===== config.mk =====
export PLATFORM = sky130hd
export DESIGN_NAME = external_pin_interrupt_unit
export DESIGN_NICKNAME = d
export VERILOG_FILES = /design/src/rtl/ext_irq_pkg.sv /design/src/rtl/external_pin_interrupt_unit.sv /design/src/rtl/pin_sync2.sv
export SDC_FILE = /design/constraint.sdc
export NUM_CORES = 1
export LEC_CHECK = 0
export BUFFER_PORTS_ARGS = -buffer_cell sky130_fd_sc_hd__buf_2
export CAP_MARGIN = 5
export CORE_UTILIZATION = 25
export DETAILED_ROUTE_END_ITERATION = 6
export SLEW_MARGIN = 20
export SYNTH_ARGS = -nofsm -noshare
export SYNTH_HDL_FRONTEND = slang
export SYNTH_SLANG_ARGS = --single-unit

===== constraint.sdc =====
create_clock -name ref_clk -period 2.1 [get_ports ref_clk]
set_clock_uncertainty 0.15 [all_clocks]
set_input_delay 0.42 -clock ref_clk [delete_from_list [all_inputs] [get_ports ref_clk]]
set_output_delay 0.42 -clock ref_clk [all_outputs]
set_load 0.05 [all_outputs]

===== src/rtl/ext_irq_pkg.sv =====
// shared constants, types and carriers of the external pin interrupt unit
package ext_irq_pkg;
    // line counts and widths
    localparam int NUM_LINES = 28;
    localparam int NUM_GROUPS = 4;
    localparam int NUM_SRC = 6;
    localparam int CNT_W = 10;
    // group field positions on the pin change lines
    localparam int GRP0_LSB = 0;
    localparam int GRP1_LSB = 8;
    localparam int GRP2_LSB = 16;
    localparam int GRP3_LSB = 24;
    // program vector addresses, twenty slots in all
    localparam logic [4:0] VEC_RESET = 5'h00;
    localparam logic [4:0] VEC_EXT_ZERO = 5'h01;
    localparam logic [4:0] VEC_EXT_ONE = 5'h02;
    localparam logic [4:0] VEC_GROUP_ZERO = 5'h03;
    localparam logic [4:0] VEC_GROUP_THREE = 5'h06;
    localparam logic [4:0] VEC_SERIAL_XFER = 5'h0F;
    localparam logic [4:0] VEC_TWO_WIRE = 5'h13;
    localparam int VEC_COUNT = 20;
    // sense field encodings
    localparam logic [1:0] SENSE_LOW = 2'h0;
    localparam logic [1:0] SENSE_ANY = 2'h1;
    localparam logic [1:0] SENSE_FALL = 2'h2;
    localparam logic [1:0] SENSE_RISE = 2'h3;
    // wake-up start-up period
    localparam int CLK_PERIOD_NS = 25;
    localparam int STARTUP_TIME_NS = 16000;
    localparam int STARTUP_CYC = (STARTUP_TIME_NS + CLK_PERIOD_NS - 1) / CLK_PERIOD_NS;
    localparam logic [CNT_W-1:0] STARTUP_LAST = CNT_W'(STARTUP_CYC - 1);

    typedef enum logic [1:0] {
        ST_RUN = 2'b00,
        ST_DEEP = 2'b01,
        ST_START = 2'b10
    } power_e;

    typedef struct packed {
        logic global_ie;
        logic sense_ctl_one_hi;
        logic sense_ctl_one_lo;
        logic sense_ctl_zero_hi;
        logic sense_ctl_zero_lo;
        logic [1:0] ext_mask;
        logic [3:0] pc_enable;
        logic [3:0] change_group_three_mask;
        logic [7:0] change_group_two_mask;
        logic [7:0] change_group_one_mask;
        logic [7:0] change_group_zero_mask;
    } cfg_s;

    typedef struct packed {
        logic [1:0] ext_flag_clr;
        logic [3:0] pc_flag_clr;
    } clr_s;

    typedef struct packed {
        logic ext_flag_one;
        logic ext_flag_zero;
        logic [3:0] pc_flag;
        logic io_clk_run;
        logic asleep;
        logic woke;
    } status_s;

    typedef struct packed {
        power_e mode;
        logic [CNT_W-1:0] cnt;
        logic [NUM_LINES+1:0] prev;
        logic [1:0] eflag;
        logic [3:0] pflag;
        logic req;
        logic [4:0] vec;
        logic io_run;
        logic woke;
    } state_s;

    // reset value of the whole state
    localparam state_s STATE_RST = '{
        mode: ST_RUN,
        cnt: '0,
        prev: '1,
        eflag: 2'h0,
        pflag: 4'h0,
        req: 1'b0,
        vec: VEC_RESET,
        io_run: 1'b1,
        woke: 1'b0
    };
endpackage : ext_irq_pkg


===== src/rtl/external_pin_interrupt_unit.sv =====
// external pin and pin change interrupt detection, dispatch and sleep wake
`timescale 1ns/100ps
// Functional notes
// - external request zero dispatches to vector 0x001
// - external request one dispatches to vector 0x002
// - change groups zero to three dispatch to vectors 0x003 to 0x006
// - vector table ends at 0x013, serial transfer at 0x00F, twenty slots
// - pins are sensed even while driven as outputs
// - group three watches lines 27:24, group two lines 23:16
// - group one watches lines 15:8, group zero lines 7:0
// - per-pin group mask alone selects contributing lines
// - pin change detection works in every sleep mode
// - external inputs trigger on any change, falling edge, rising edge or low level
// - level mode keeps requesting while the pin stays low
// - edge detection needs the I/O clock running
// - low level detection is asynchronous and wakes from deep sleep
// - I/O clock stops in every sleep mode except idle
// - level lost before start-up end: wake, but no interrupt
// - such a wake resumes after the sleep instruction, no handler
// - sense field: 00 low, 01 any change, 10 falling, 11 rising
// - external request needs its mask and the global enable
// - edge flag sets on trigger, clears by vector or one, held clear in level
// - edge or toggle pulses longer than one clock are caught
module external_pin_interrupt_unit (
    input wire logic ref_clk,
    input wire logic nrst,
    input wire logic ext_irq_pin_zero,
    input wire logic ext_irq_pin_one,
    input wire logic [27:0] pin_change_lines,
    input wire ext_irq_pkg::cfg_s cfg,
    input wire ext_irq_pkg::clr_s clr,
    input wire logic irq_ack,
    input wire logic sleep_enter,
    input wire logic sleep_idle,
    output logic irq_req,
    output logic [4:0] irq_vector,
    output ext_irq_pkg::status_s status
);
    import ext_irq_pkg::*;

    logic [NUM_LINES+1:0] raw;
    logic [NUM_LINES+1:0] syn;
    logic [NUM_LINES+1:0] changed;
    logic [NUM_GROUPS-1:0] grp_hit;
    logic [1:0] is_level;
    logic [1:0] lvl_low;
    logic [1:0] ext_hit;
    logic [NUM_SRC-1:0] ack_src;
    logic [NUM_SRC-1:0] pend;
    logic wake_src;
    state_s s_q;
    state_s s_d;

    // sense field of one external input, hi bit over lo bit
    function automatic logic [1:0] sense_of(input cfg_s c, input int idx);
        logic [1:0] r;
        r = (idx == 0) ? {c.sense_ctl_zero_hi, c.sense_ctl_zero_lo}
                       : {c.sense_ctl_one_hi, c.sense_ctl_one_lo};
        return r;
    endfunction : sense_of

    // trigger decode for the edge sense modes
    function automatic logic edge_hit(input logic [1:0] sense, input logic now, input logic was);
        logic r;
        case (sense)
            SENSE_ANY: r = now ^ was;
            SENSE_FALL: r = was & ~now;
            SENSE_RISE: r = now & ~was;
            default: r = 1'b0;
        endcase
        return r;
    endfunction : edge_hit

    // vector address of source index, ext zero first
    function automatic logic [4:0] vec_of(input int idx);
        logic [4:0] r;
        r = VEC_EXT_ZERO + 5'(idx);
        return r;
    endfunction : vec_of

    // pad levels are sampled even when the port drives them
    assign raw = {ext_irq_pin_one, ext_irq_pin_zero, pin_change_lines};

    pin_sync2 #(
        .W(NUM_LINES + 2)
    ) u_sync (
        .ref_clk(ref_clk),
        .nrst(nrst),
        .d(raw),
        .q(syn)
    );

    // detection, flags, dispatch and power sequencing
    always_comb
    begin
        s_d = s_q;
        s_d.prev = syn;
        s_d.woke = 1'b0;
        changed = syn ^ s_q.prev;
        // change groups need no I/O clock, so they act in every sleep mode
        grp_hit[0] = |(changed[GRP1_LSB-1:GRP0_LSB] & cfg.change_group_zero_mask);
        grp_hit[1] = |(changed[GRP2_LSB-1:GRP1_LSB] & cfg.change_group_one_mask);
        grp_hit[2] = |(changed[GRP3_LSB-1:GRP2_LSB] & cfg.change_group_two_mask);
        grp_hit[3] = |(changed[NUM_LINES-1:GRP3_LSB] & cfg.change_group_three_mask);
        // ack clears only the source that is being presented
        for (int i = 0; i < NUM_SRC; i++)
        begin
            ack_src[i] = irq_ack & s_q.req & (s_q.vec == vec_of(i));
        end
        for (int i = 0; i < 2; i++)
        begin
            is_level[i] = (sense_of(cfg, i) == SENSE_LOW);
            lvl_low[i] = is_level[i] & ~syn[NUM_LINES+i];
            // edges only while the I/O clock runs; the history still tracks
            ext_hit[i] = s_q.io_run & edge_hit(sense_of(cfg, i), syn[NUM_LINES+i], s_q.prev[NUM_LINES+i]);
            // set beats clear; level mode pins the flag low
            if (is_level[i])
            begin
                s_d.eflag[i] = 1'b0;
            end
            else
            begin
                s_d.eflag[i] = ext_hit[i] | (s_q.eflag[i] & ~(clr.ext_flag_clr[i] | ack_src[i]));
            end
        end
        for (int g = 0; g < NUM_GROUPS; g++)
        begin
            s_d.pflag[g] = grp_hit[g] | (s_q.pflag[g] & ~(clr.pc_flag_clr[g] | ack_src[2+g]));
        end
        // level requests only when awake, so a short wake level gives none
        for (int i = 0; i < 2; i++)
        begin
            pend[i] = cfg.ext_mask[i] & (is_level[i] ? (lvl_low[i] & (s_q.mode == ST_RUN)) : s_d.eflag[i]);
        end
        for (int g = 0; g < NUM_GROUPS; g++)
        begin
            pend[2+g] = cfg.pc_enable[g] & s_d.pflag[g];
        end
        // deep sleep wakes only from the asynchronous detectors
        wake_src = |(cfg.ext_mask & is_level & lvl_low) | |(cfg.pc_enable & s_d.pflag);
        // lowest vector wins when several are pending
        s_d.req = cfg.global_ie & (|pend) & (s_q.mode == ST_RUN);
        s_d.vec = s_q.vec;
        for (int i = NUM_SRC - 1; i >= 0; i--)
        begin
            if (pend[i])
            begin
                s_d.vec = vec_of(i);
            end
        end
        // sleep, start-up and resume
        case (s_q.mode)
            ST_RUN:
            begin
                if (sleep_enter && !sleep_idle)
                begin
                    s_d.mode = ST_DEEP;
                    s_d.io_run = 1'b0;
                end
            end
            ST_DEEP:
            begin
                if (wake_src)
                begin
                    s_d.mode = ST_START;
                    s_d.cnt = '0;
                end
            end
            ST_START:
            begin
                // the wake completes even if the level has gone meanwhile
                if (s_q.cnt == STARTUP_LAST)
                begin
                    s_d.mode = ST_RUN;
                    s_d.io_run = 1'b1;
                    s_d.woke = 1'b1;
                end
                else
                begin
                    s_d.cnt = s_q.cnt + CNT_W'(1);
                end
            end
            default:
            begin
                s_d.mode = ST_RUN;
                s_d.io_run = 1'b1;
            end
        endcase
    end

    // single state register
    always_ff @(posedge ref_clk or negedge nrst)
    begin
        if (!nrst)
        begin
            s_q <= STATE_RST;
        end
        else
        begin
            s_q <= s_d;
        end
    end

    // outputs straight from the state register
    assign irq_req = s_q.req;
    assign irq_vector = s_q.vec;
    assign status.ext_flag_one = s_q.eflag[1];
    assign status.ext_flag_zero = s_q.eflag[0];
    assign status.pc_flag = s_q.pflag;
    assign status.io_clk_run = s_q.io_run;
    assign status.asleep = (s_q.mode != ST_RUN);
    assign status.woke = s_q.woke;
endmodule : external_pin_interrupt_unit


===== src/rtl/pin_sync2.sv =====
// two flip-flop synchroniser for asynchronous pin levels
`timescale 1ns/100ps
module pin_sync2 #(
    parameter int W = 1
) (
    input wire logic ref_clk,
    input wire logic nrst,
    input wire logic [W-1:0] d,
    output logic [W-1:0] q
);
    logic [W-1:0] meta_q;

    // first stage feeds only the second stage
    always_ff @(posedge ref_clk or negedge nrst)
    begin
        if (!nrst)
        begin
            meta_q <= '1;
            q <= '1;
        end
        else
        begin
            meta_q <= d;
            q <= meta_q;
        end
    end
endmodule : pin_sync2


Yosys cells after proc, flatten, opt, wreduce, memory -nomap -nowiden:

Index checks and enable logic that the tools add are counted.

* flip-flop bits (word level): 116
* bits of input ports: 80
* output and inout bits: 15
* logic and storage cells: 136

* add/subtract/negate cells: 1
* equal/unequal tests: 19
* multiplexer cells: 22
* bitwise gates (word level): 65
* reduce and logical (&&, ||, !) cells: 18

Operators with widths (count)
* 1-bit bitwise AND: 31
* 5-bit 2-to-1 mux: 6
* 28-bit bitwise XOR: 1
* 8-bit bitwise AND: 3
* 8-bit OR reduction: 3
* 10-bit one-hot mux with 2 select lines: 1
* 5-bit by 3-bit equality test with 1-bit output, second input constant: 3
* 1-bit OR: 13
* 12-bit 2-to-1 mux: 1
* 1-bit NOT: 11
* 10-bit by 1-bit adder with 10-bit output, second input constant: 1
* 10-bit equality test, second input constant: 1
* 2-bit equality test, second input constant: 5
* 5-bit by 2-bit equality test with 1-bit output, second input constant: 2
* 10-bit 2-to-1 mux: 1
* 1-bit one-hot mux with 3 select lines: 3
* 3-bit AND reduction: 3
* 4-bit bitwise AND: 2
* 4-bit OR reduction: 2
* 2-bit by 1-bit equality test with 1-bit output, second input constant: 3
* 2-bit logical NOT: 3
* 1-bit 2-to-1 mux: 6
* 2-bit 2-to-1 mux: 3
* 2-bit != test, second input constant: 3
* 11 further kinds: 14

Longest topological paths before layout:

Gate-level depths: netlist of run 1.

* depth in word-level cells: 13
* gate-level depth with buffers: 8
* depth with buffers taken out: 8

Hierarchy:

From an unflattened synthesis of run 1, not the netlist that was laid out.

* cell total of the unflattened synthesis: 299
* area, all modules: 4222.8 um^2

Modules (own cells, without submodules)
* external_pin_interrupt_unit: times used 1, cells an instance 239, area each 2646.3 um^2, sequential area each 1390.1 um^2
* pin_sync2: times used 1, cells an instance 60, area each 1576.5 um^2, sequential area each 1576.5 um^2

Worst setup path before layout of run 1:

No wires, ideal clock.

* kind: register to register
* from: register s_q, in the netlist irq_req
* to: register s_q[53] (netlist bit)
* setup time: 0.125 ns
* arrival: 2.210 ns
* setup slack: -0.385 ns
* cell stages (with the launch flop): 7
* path buffers: 0
* cells stage by stage: dfrtp_1 nand3_1 o311ai_2 a31oi_1 a2111oi_4 a31oi_4 mux2_4

* longest elaborated chain between the ends: 11

Ends and longest elaborated chain
* start: declaration: line external_pin_interrupt_unit.sv:51 `state_s s_q;`
* start signal: assignment: line external_pin_interrupt_unit.sv:196 `s_q <= STATE_RST;`
* start signal: assignment: line external_pin_interrupt_unit.sv:200 `s_q <= s_d;`
* 1-bit bitwise AND (*): line external_pin_interrupt_unit.sv:108 `ack_src[i] = irq_ack & s_q.req & (s_q.vec == vec_of(i));`
* 1-bit bitwise AND: line external_pin_interrupt_unit.sv:108
* 1-bit OR: line external_pin_interrupt_unit.sv:128 `s_d.pflag[g] = grp_hit[g] | (s_q.pflag[g] & ~(clr.pc_flag_clr[g] | ack_src[2+g]));`
* 1-bit NOT: line external_pin_interrupt_unit.sv:128
* 1-bit bitwise AND: line external_pin_interrupt_unit.sv:128
* 1-bit OR: line external_pin_interrupt_unit.sv:128
* 4-bit bitwise AND (*): line external_pin_interrupt_unit.sv:140 `wake_src = |(cfg.ext_mask & is_level & lvl_low) | |(cfg.pc_enable & s_d.pflag);`
* 4-bit OR reduction (*): line external_pin_interrupt_unit.sv:140
* 1-bit OR (*): line external_pin_interrupt_unit.sv:140
* 2-bit != test (no line) (*)
* 3-bit AND reduction (no line) (*)

Every way passes the cells marked *; elsewhere a longest branch is shown, timed or not.
A chain may end at the register's enable or synchronous reset.

==> metrics.txt, run 1 <==
status=complete, but fails checks; failing checks=negative setup slack; worst-path cell chain=inv_2, ha_2, mux2_4, o211ai_1, a21oi_1, a22o_1, nand3b_1, o311a_1; met2 wire len=~4.4 mm; Synth Area in Simple Gates=0.06726; Seq cells post-synth=around 110; wire length on met1=around 4.2 mm; initial cell density of the core=0.2558; Worst Path Required=~2.2 ns; crit path DAT=about 2.4 ns; # clock sinks=about 110; Clock Latency Late Sink=0.41 ns; Worst Path Max Fanout=2; Final Hold Viols=0; Max Clock Freq=~440 MHz; GPL Wtd Cong=0.7700; initial antenna violation count=1; CTS tree=done; min-delay src=cfg[38]; sequential area share after synthesis=0.6994; Slew Limit Fails=0; num rows=between 40 and 50; pwr dens=between 1000 and 1500 nW/um^2; CP endpoint kind=register; Min Clock Period, post-route=2.264 ns; Synth Instances=~300; Post-Synth XOR/XNOR Area=0.05988; via count=2904; Die ar.=roughly 17000 sq um; Setup-failing EPs final=12; R2R setup slack=-0.16 ns; share of layout cells above drive strength 1=0.5884; starting DRC count in detailed routing=65; Port Buffers=92; average vias per placed instance=~4.1; Non-Filler Instances=between 700 and 800; crit start category=register; core footprint=16580 sq um; final period utilization=1.078; first-pass GRT wire length=15.03 mm; DRT Pass-1 Iters=4; Nets=around 560; Max Used Layer=met4; mux share of post-synthesis cell area=0.01121; GRT Total Usage=0.1148; commonest cells in the netlist=dfstp_2, xor2_1, dfrtp_1; drc violations=0; Die H=~130 um; total congestion overflow=0; setup_tns=-0.8969 ns; Area contributors post-synth=dfstp_2, dfrtp_1, xor2_1, a22oi_1, buf_4; Synth Area in Compound Gates=0.1077; largest net degree at the start of global routing=50; CP bufs+invs=1; Post-synth EDFFs=0; area share of the largest cell type after synthesis=0.5637; largest family of logic cells by synthesized area=compound AO/OA/AOI/OAI gates; max cap viols=0; FF-to-FF End=irq_req$_DFF_PN0_; HP Class=in -> reg; cell taking the most area after synthesis=dfstp_2; worst hold slack=0.1265 ns; Syn-to-layout area delta=46.78%; Post-Synth Adder-Cell Area=0.01475; Design Power=~6.7 mW; Routed Antenna Nets=0; Async SR Flop Fraction=1.000; hpwl dp=a little under 7 mm; Critical Path Slowest Stage Cell=dfstp_2; CP max stage delay=roughly 0.54 ns; clock buffer depth=2; TritonCTS buffer count=17; H-Tree Level Count=4; via count of the first global-routing pass=approximately 3000; routed length per placed instance=between 10 and 15 um; Synth Warn #=0; top-count cell post-synth=dfstp_2; Leak=between 2 and 3 nW; number of distinct library cells after synthesis=45; unrepaired setup endpoints after global routing=yes; family with the most delay on the worst path=compound AO/OA/AOI/OAI gates; Worst-path clk slew=approximately 0.05 ns; Max VDD drop=about 0.54 mV; WHS Path Cells=2; I/O pins=95; cell count of the worst reg-to-reg path=8; Synth Cell Area=4242 sq um; final wirelength=approximately 9.4 mm; hold endpoint=irq_req$_DFF_PN0_; Worst Slack Setup Final=-0.1645 ns; crit path kind=reg -> reg; DR WL met3=517 um; top_reg_cell synth=dfstp_2; # placed instances=634; Crit Reg-Reg Startpoint=s_q[43]$_DFF_PN1_; overall die width=around 130 um; Post-Synthesis Mean Instance Area=approximately 14 sq um; Root Buffer=clkbuf_16
[how the worst max path moves through the flow]
stage	start	to	slack [ns]	depth (start not counted)
CTS	u_sync.q[29]$_DFF_PN1_	s_q[53]$_DFFE_PN0P_	-0.14	6
global route	u_sync.q[29]$_DFF_PN1_	irq_vector[0]$_DFFE_PN0P_	-0.24	9
finish	s_q[43]$_DFF_PN1_	irq_req$_DFF_PN0_	-0.16	8
floorplan	irq_req$_DFF_PN0_	s_q[53]$_DFFE_PN0P_	-0.1	6
global placement	irq_vector[1]$_DFFE_PN0P_	s_q[51]$_DFFE_PN0P_	-0.20	6
detailed placement	irq_vector[1]$_DFFE_PN0P_	s_q[51]$_DFFE_PN0P_	-0.25	6
[report_power, final]
group	switching [mW]	leakage (nW)	internal [mW]
Clock	0.905	0.257	1.62
Sequential	0.197	1.24	2.50
Combinational	0.801	1.21	0.630
Total	1.90	2.70	4.76
[per-stage QoR]
stage               setup slack (ns)    util  instance area (sq um)
floorplan                   -0.09976       -                   4294
global placement             -0.2022  0.3140                   5207
detailed placement           -0.2516  0.3140                   5207
CTS                          -0.1362  0.3706                   6146
global route                 -0.2415  0.3751                   6221
finish                       -0.1645  0.3754                   6226
[cells by family after synthesis]
family,count (synthesis)
flops,114
compound gates,60
simple gates,57
buf+inv,31
xor+xnor,29
fa+ha+maj,5
mux,4
other cells,1
[layout by cell type, fill, tap and decap left out, types with 3 or more instances in the layout]
| cell type | n |
|---|---|
| buf_2 | 91 |
| dfstp_2 | 91 |
| buf_4 | 40 |
| dlygate4sd3_1 | 31 |
| xor2_1 | 28 |
| dfrtp_1 | 22 |
| clkbuf_16 | 18 |
| inv_1 | 15 |
| a22oi_1 | 13 |
| nand2_1 | 12 |
| nor2_1 | 11 |
| o21ai_0 | 6 |
| nand2b_1 | 5 |
| nand3_1 | 5 |
| a21oi_1 | 5 |
| o211ai_1 | 4 |
| inv_2 | 3 |
| nor2b_1 | 3 |
| a31oi_4 | 3 |
| and3_1 | 3 |
| a21oi_2 | 3 |
| ha_1 | 3 |
| clkbuf_8 | 3 |
| clkinv_2 | 3 |
[layer usage]
metal / vias up / track usage
li1: 1374 / -
met1: 1427 / 0.1415
met2: 88 / 0.1761
met3: 15 / 0.04114
met4: 0 / 0.06130
met5: - / 0
[state kept, by name, summed over array words and instances, names as in the netlist]
signal,cells
s_q,42
irq_vector,3
irq_req,1
status,8
u_sync.q,30
u_sync.meta_q,30
[area by class of cell]
cell class / instances / area (sq um)
multi-input cells: 157 / 1267
clock buffers: 22 / 495.5
fillers: 1661 / 10360
inverters: 18 / 67.56
repair buffers: 165 / 1117
diodes: 2 / 5.005
clock inverters: 5 / 30.03
flip-flops and latches: 114 / 2968
well taps: 220 / 275.3
[timing repair]
item / 4_1_cts / 5_1_grt
setup endpoints to repair: 17 / 18
hold buffers: 31 / 0
resized for setup: 17 / 11
setup buffers: 5 / 4
hold endpoints to repair: 31 / 0
pin swaps: 11 / 7
Power figures use the tool's default switching activity.
==> run 2: changes to the inputs <==
--- a/config.mk
+++ b/config.mk
@@ -7,8 +7,12 @@
 export LEC_CHECK = 0
 export BUFFER_PORTS_ARGS = -buffer_cell sky130_fd_sc_hd__buf_2
 export CAP_MARGIN = 5
+export CELL_PAD_IN_SITES_DETAIL_PLACEMENT = 0
+export CELL_PAD_IN_SITES_GLOBAL_PLACEMENT = 1
 export CORE_UTILIZATION = 25
 export DETAILED_ROUTE_END_ITERATION = 6
+export PLACE_DENSITY_LB_ADDON = 0.1
+export REMOVE_ABC_BUFFERS = 1
 export SLEW_MARGIN = 20
 export SYNTH_ARGS = -nofsm -noshare
 export SYNTH_HDL_FRONTEND = slang
==> run 2 against run 1 <==
  * The flow still finishes with violations (negative setup slack)
  * Cell area up 2.4%
  * Clock-buffer cell count shrank 5
  * Global-route usage grew 0.32 points
  * Register-to-register slack hardly changed
  * Combinational power about the same
  * Via count fell by 1.6%
  * Power is 3.0% higher
  * Wire length grew 1.2%
  * Cell count is 1.1% higher
  * Sequential share of layout area fell by 1.1 points
  * Hold slack got worse by 0.0033 ns
==> metrics.txt, run 2 (same netlist as run 1, synthesis figures left out) <==
HP Class=in -> reg; Slew Limit Fails=0; Root Buffer=clkbuf_16; CTS tree=done; Max Clock Freq=between 400 and 500 MHz; ant diodes=0; Clock Latency Late Sink=between 0.4 and 0.5 ns; largest net degree at the start of global routing=around 120; WHS Path Cells=2; I/O pins=95; Largest register FFs=42; final period utilization=1.072; crit path DAT=approximately 2.4 ns; core footprint=approximately 17000 sq um; FF-to-FF End=irq_req$_DFF_PN0_; DRT Pass-1 Iters=4; TritonCTS buffer count=17; Slew Limit Headroom=0.5835; max cap viols=0; share of layout cells above drive strength 1=0.6232; pwr dens=1075 nW/um^2; status=complete, but fails checks; crit start category=register; crit path kind=reg -> reg; overall die width=132.3 um; Worst Slack Setup Final=-0.1512 ns; hold endpoint=irq_req$_DFF_PN0_; H-Tree Level Count=4; most frequent cells in the layout=buf_2, dfstp_2, buf_4; Die ar.=around 17000 sq um; internal power=4.873 mW; hpwl dp=around 6.5 mm; num rows=47; initial antenna violation count=1; Setup Slack @ Placement=-0.2634 ns; Gate power share=0.209; Nets=roughly 570; worst slew pin tran=approximately 0.6 ns; Min Clock Period, post-route=2.251 ns; Non-Filler Instances=711; GRT Total Usage=0.1180; Worst Path Required=roughly 2.2 ns; Worst Path Max Fanout=2; largest reg by FF count=s_q; Die H=approximately 130 um; Max VDD drop=approximately 0.53 mV; Crit Reg-Reg Startpoint=u_sync.q[29]$_DFF_PN1_; first-pass GRT wire length=around 15 mm; # placed instances=roughly 640; average vias per placed instance=around 4; Worst-path clk slew=roughly 0.05 ns; cell count of the worst reg-to-reg path=8; via count of the first global-routing pass=3057; min-delay src=cfg[38]; Port Buffers=92; Sequential Power Share=0.392; Setup-failing EPs final=14; Syn-to-layout area delta=50.35%; setup_tns=-0.9246 ns; Largest regs=s_q (42), u_sync.meta_q (30), u_sync.q (30); Routed Antenna Nets=0; CP endpoint kind=register; starting DRC count in detailed routing=~110; routed length per placed instance=between 10 and 15 um; R2R setup slack=-0.15 ns; Net Sw Power=1.985 mW; failing checks=negative setup slack; clock buffer depth=2; # clock sinks=114; initial cell density of the core=0.2558; Final Hold Viols=0; total congestion overflow=0; Leak=~2.8 nW; unrepaired setup endpoints after global routing=yes; GPL Wtd Cong=roughly 0.75; drc violations=0; switch share=0.2894; Clock Power Share=0.399; via count=roughly 2900; final wirelength=approximately 9.5 mm
run 2: worst max path at each step:
stage                     cells after the start                   to  slack, ns                       from
after CTS                                     6  s_q[53]$_DFFE_PN0P_      -0.14  irq_vector[1]$_DFFE_PN0P_
after global placement                        7  s_q[53]$_DFFE_PN0P_      -0.23     u_sync.q[27]$_DFF_PN1_
after detailed placement                      8  s_q[52]$_DFFE_PN0P_      -0.26     u_sync.q[27]$_DFF_PN1_
after global routing                          8    irq_req$_DFF_PN0_      -0.23     u_sync.q[29]$_DFF_PN1_
final                                         8    irq_req$_DFF_PN0_      -0.15     u_sync.q[29]$_DFF_PN1_
after floorplan                               6  s_q[53]$_DFFE_PN0P_      -0.43  irq_vector[2]$_DFFE_PN0P_
run 2: layout make-up:
cell class / instances / area, sq um
well taps: 220 / 275.3
fillers: 1627 / 10210
repair buffers: 172 / 1165
flip-flops and latches: 114 / 2968
clock buffers: 17 / 425.4
multi-input cells: 157 / 1339
clock inverters: 13 / 137.6
inverters: 18 / 67.56
run 2: power by group through the flow:
stage               sequential (mW)  combinational (mW)  clock, mW
finish                         2.69                1.44       2.74
global route                   2.72                1.55       2.92
CTS                            2.68                1.38       2.84
detailed placement             2.71                1.18          0
global placement               2.71                1.17          0
floorplan                      2.82               0.504          0
run 2: what timing repair did:
item | 4_1_cts | 5_1_grt
hold endpoints to repair | 53 | 0
resized for setup | 37 | 16
pin swaps | 10 | 10
buffers inserted | 8 | 7
hold buffers | 31 | 0
endpoints found under the setup margin | 17 | 16
cloned | 0 | 0
run 2: per-layer routing:
layer / vias to the layer above / global-route usage / wire (um)
li1: 1393 / - / -
met1: 1383 / 0.1431 / 4292
met2: 69 / 0.1861 / 4644
met3: 13 / 0.03998 / 417
met4: 0 / 0.06130 / 169
met5: - / 0 / 0
run 2: critical path, cell delays in order, from the launching register on:
cell      delay, ns
dfstp_2        0.53
inv_2          0.05
ha_4           0.14
mux2_4         0.25
o211ai_1       0.20
a21oi_2        0.08
a22o_1         0.24
nand3b_1       0.16
o311a_1        0.31
run 2: through the flow:
step	hold WS (ns)	power [mW]	utilization	instance area (sq um)
floorplan	-0.02559	3.323	-	4148
global placement	0.1954	3.882	0.3108	5154
detailed placement	0.1968	3.890	0.3108	5154
CTS	0.1079	6.893	0.3760	6236
global route	0.1127	7.194	0.3846	6377
finish	0.1233	6.859	0.3846	6377
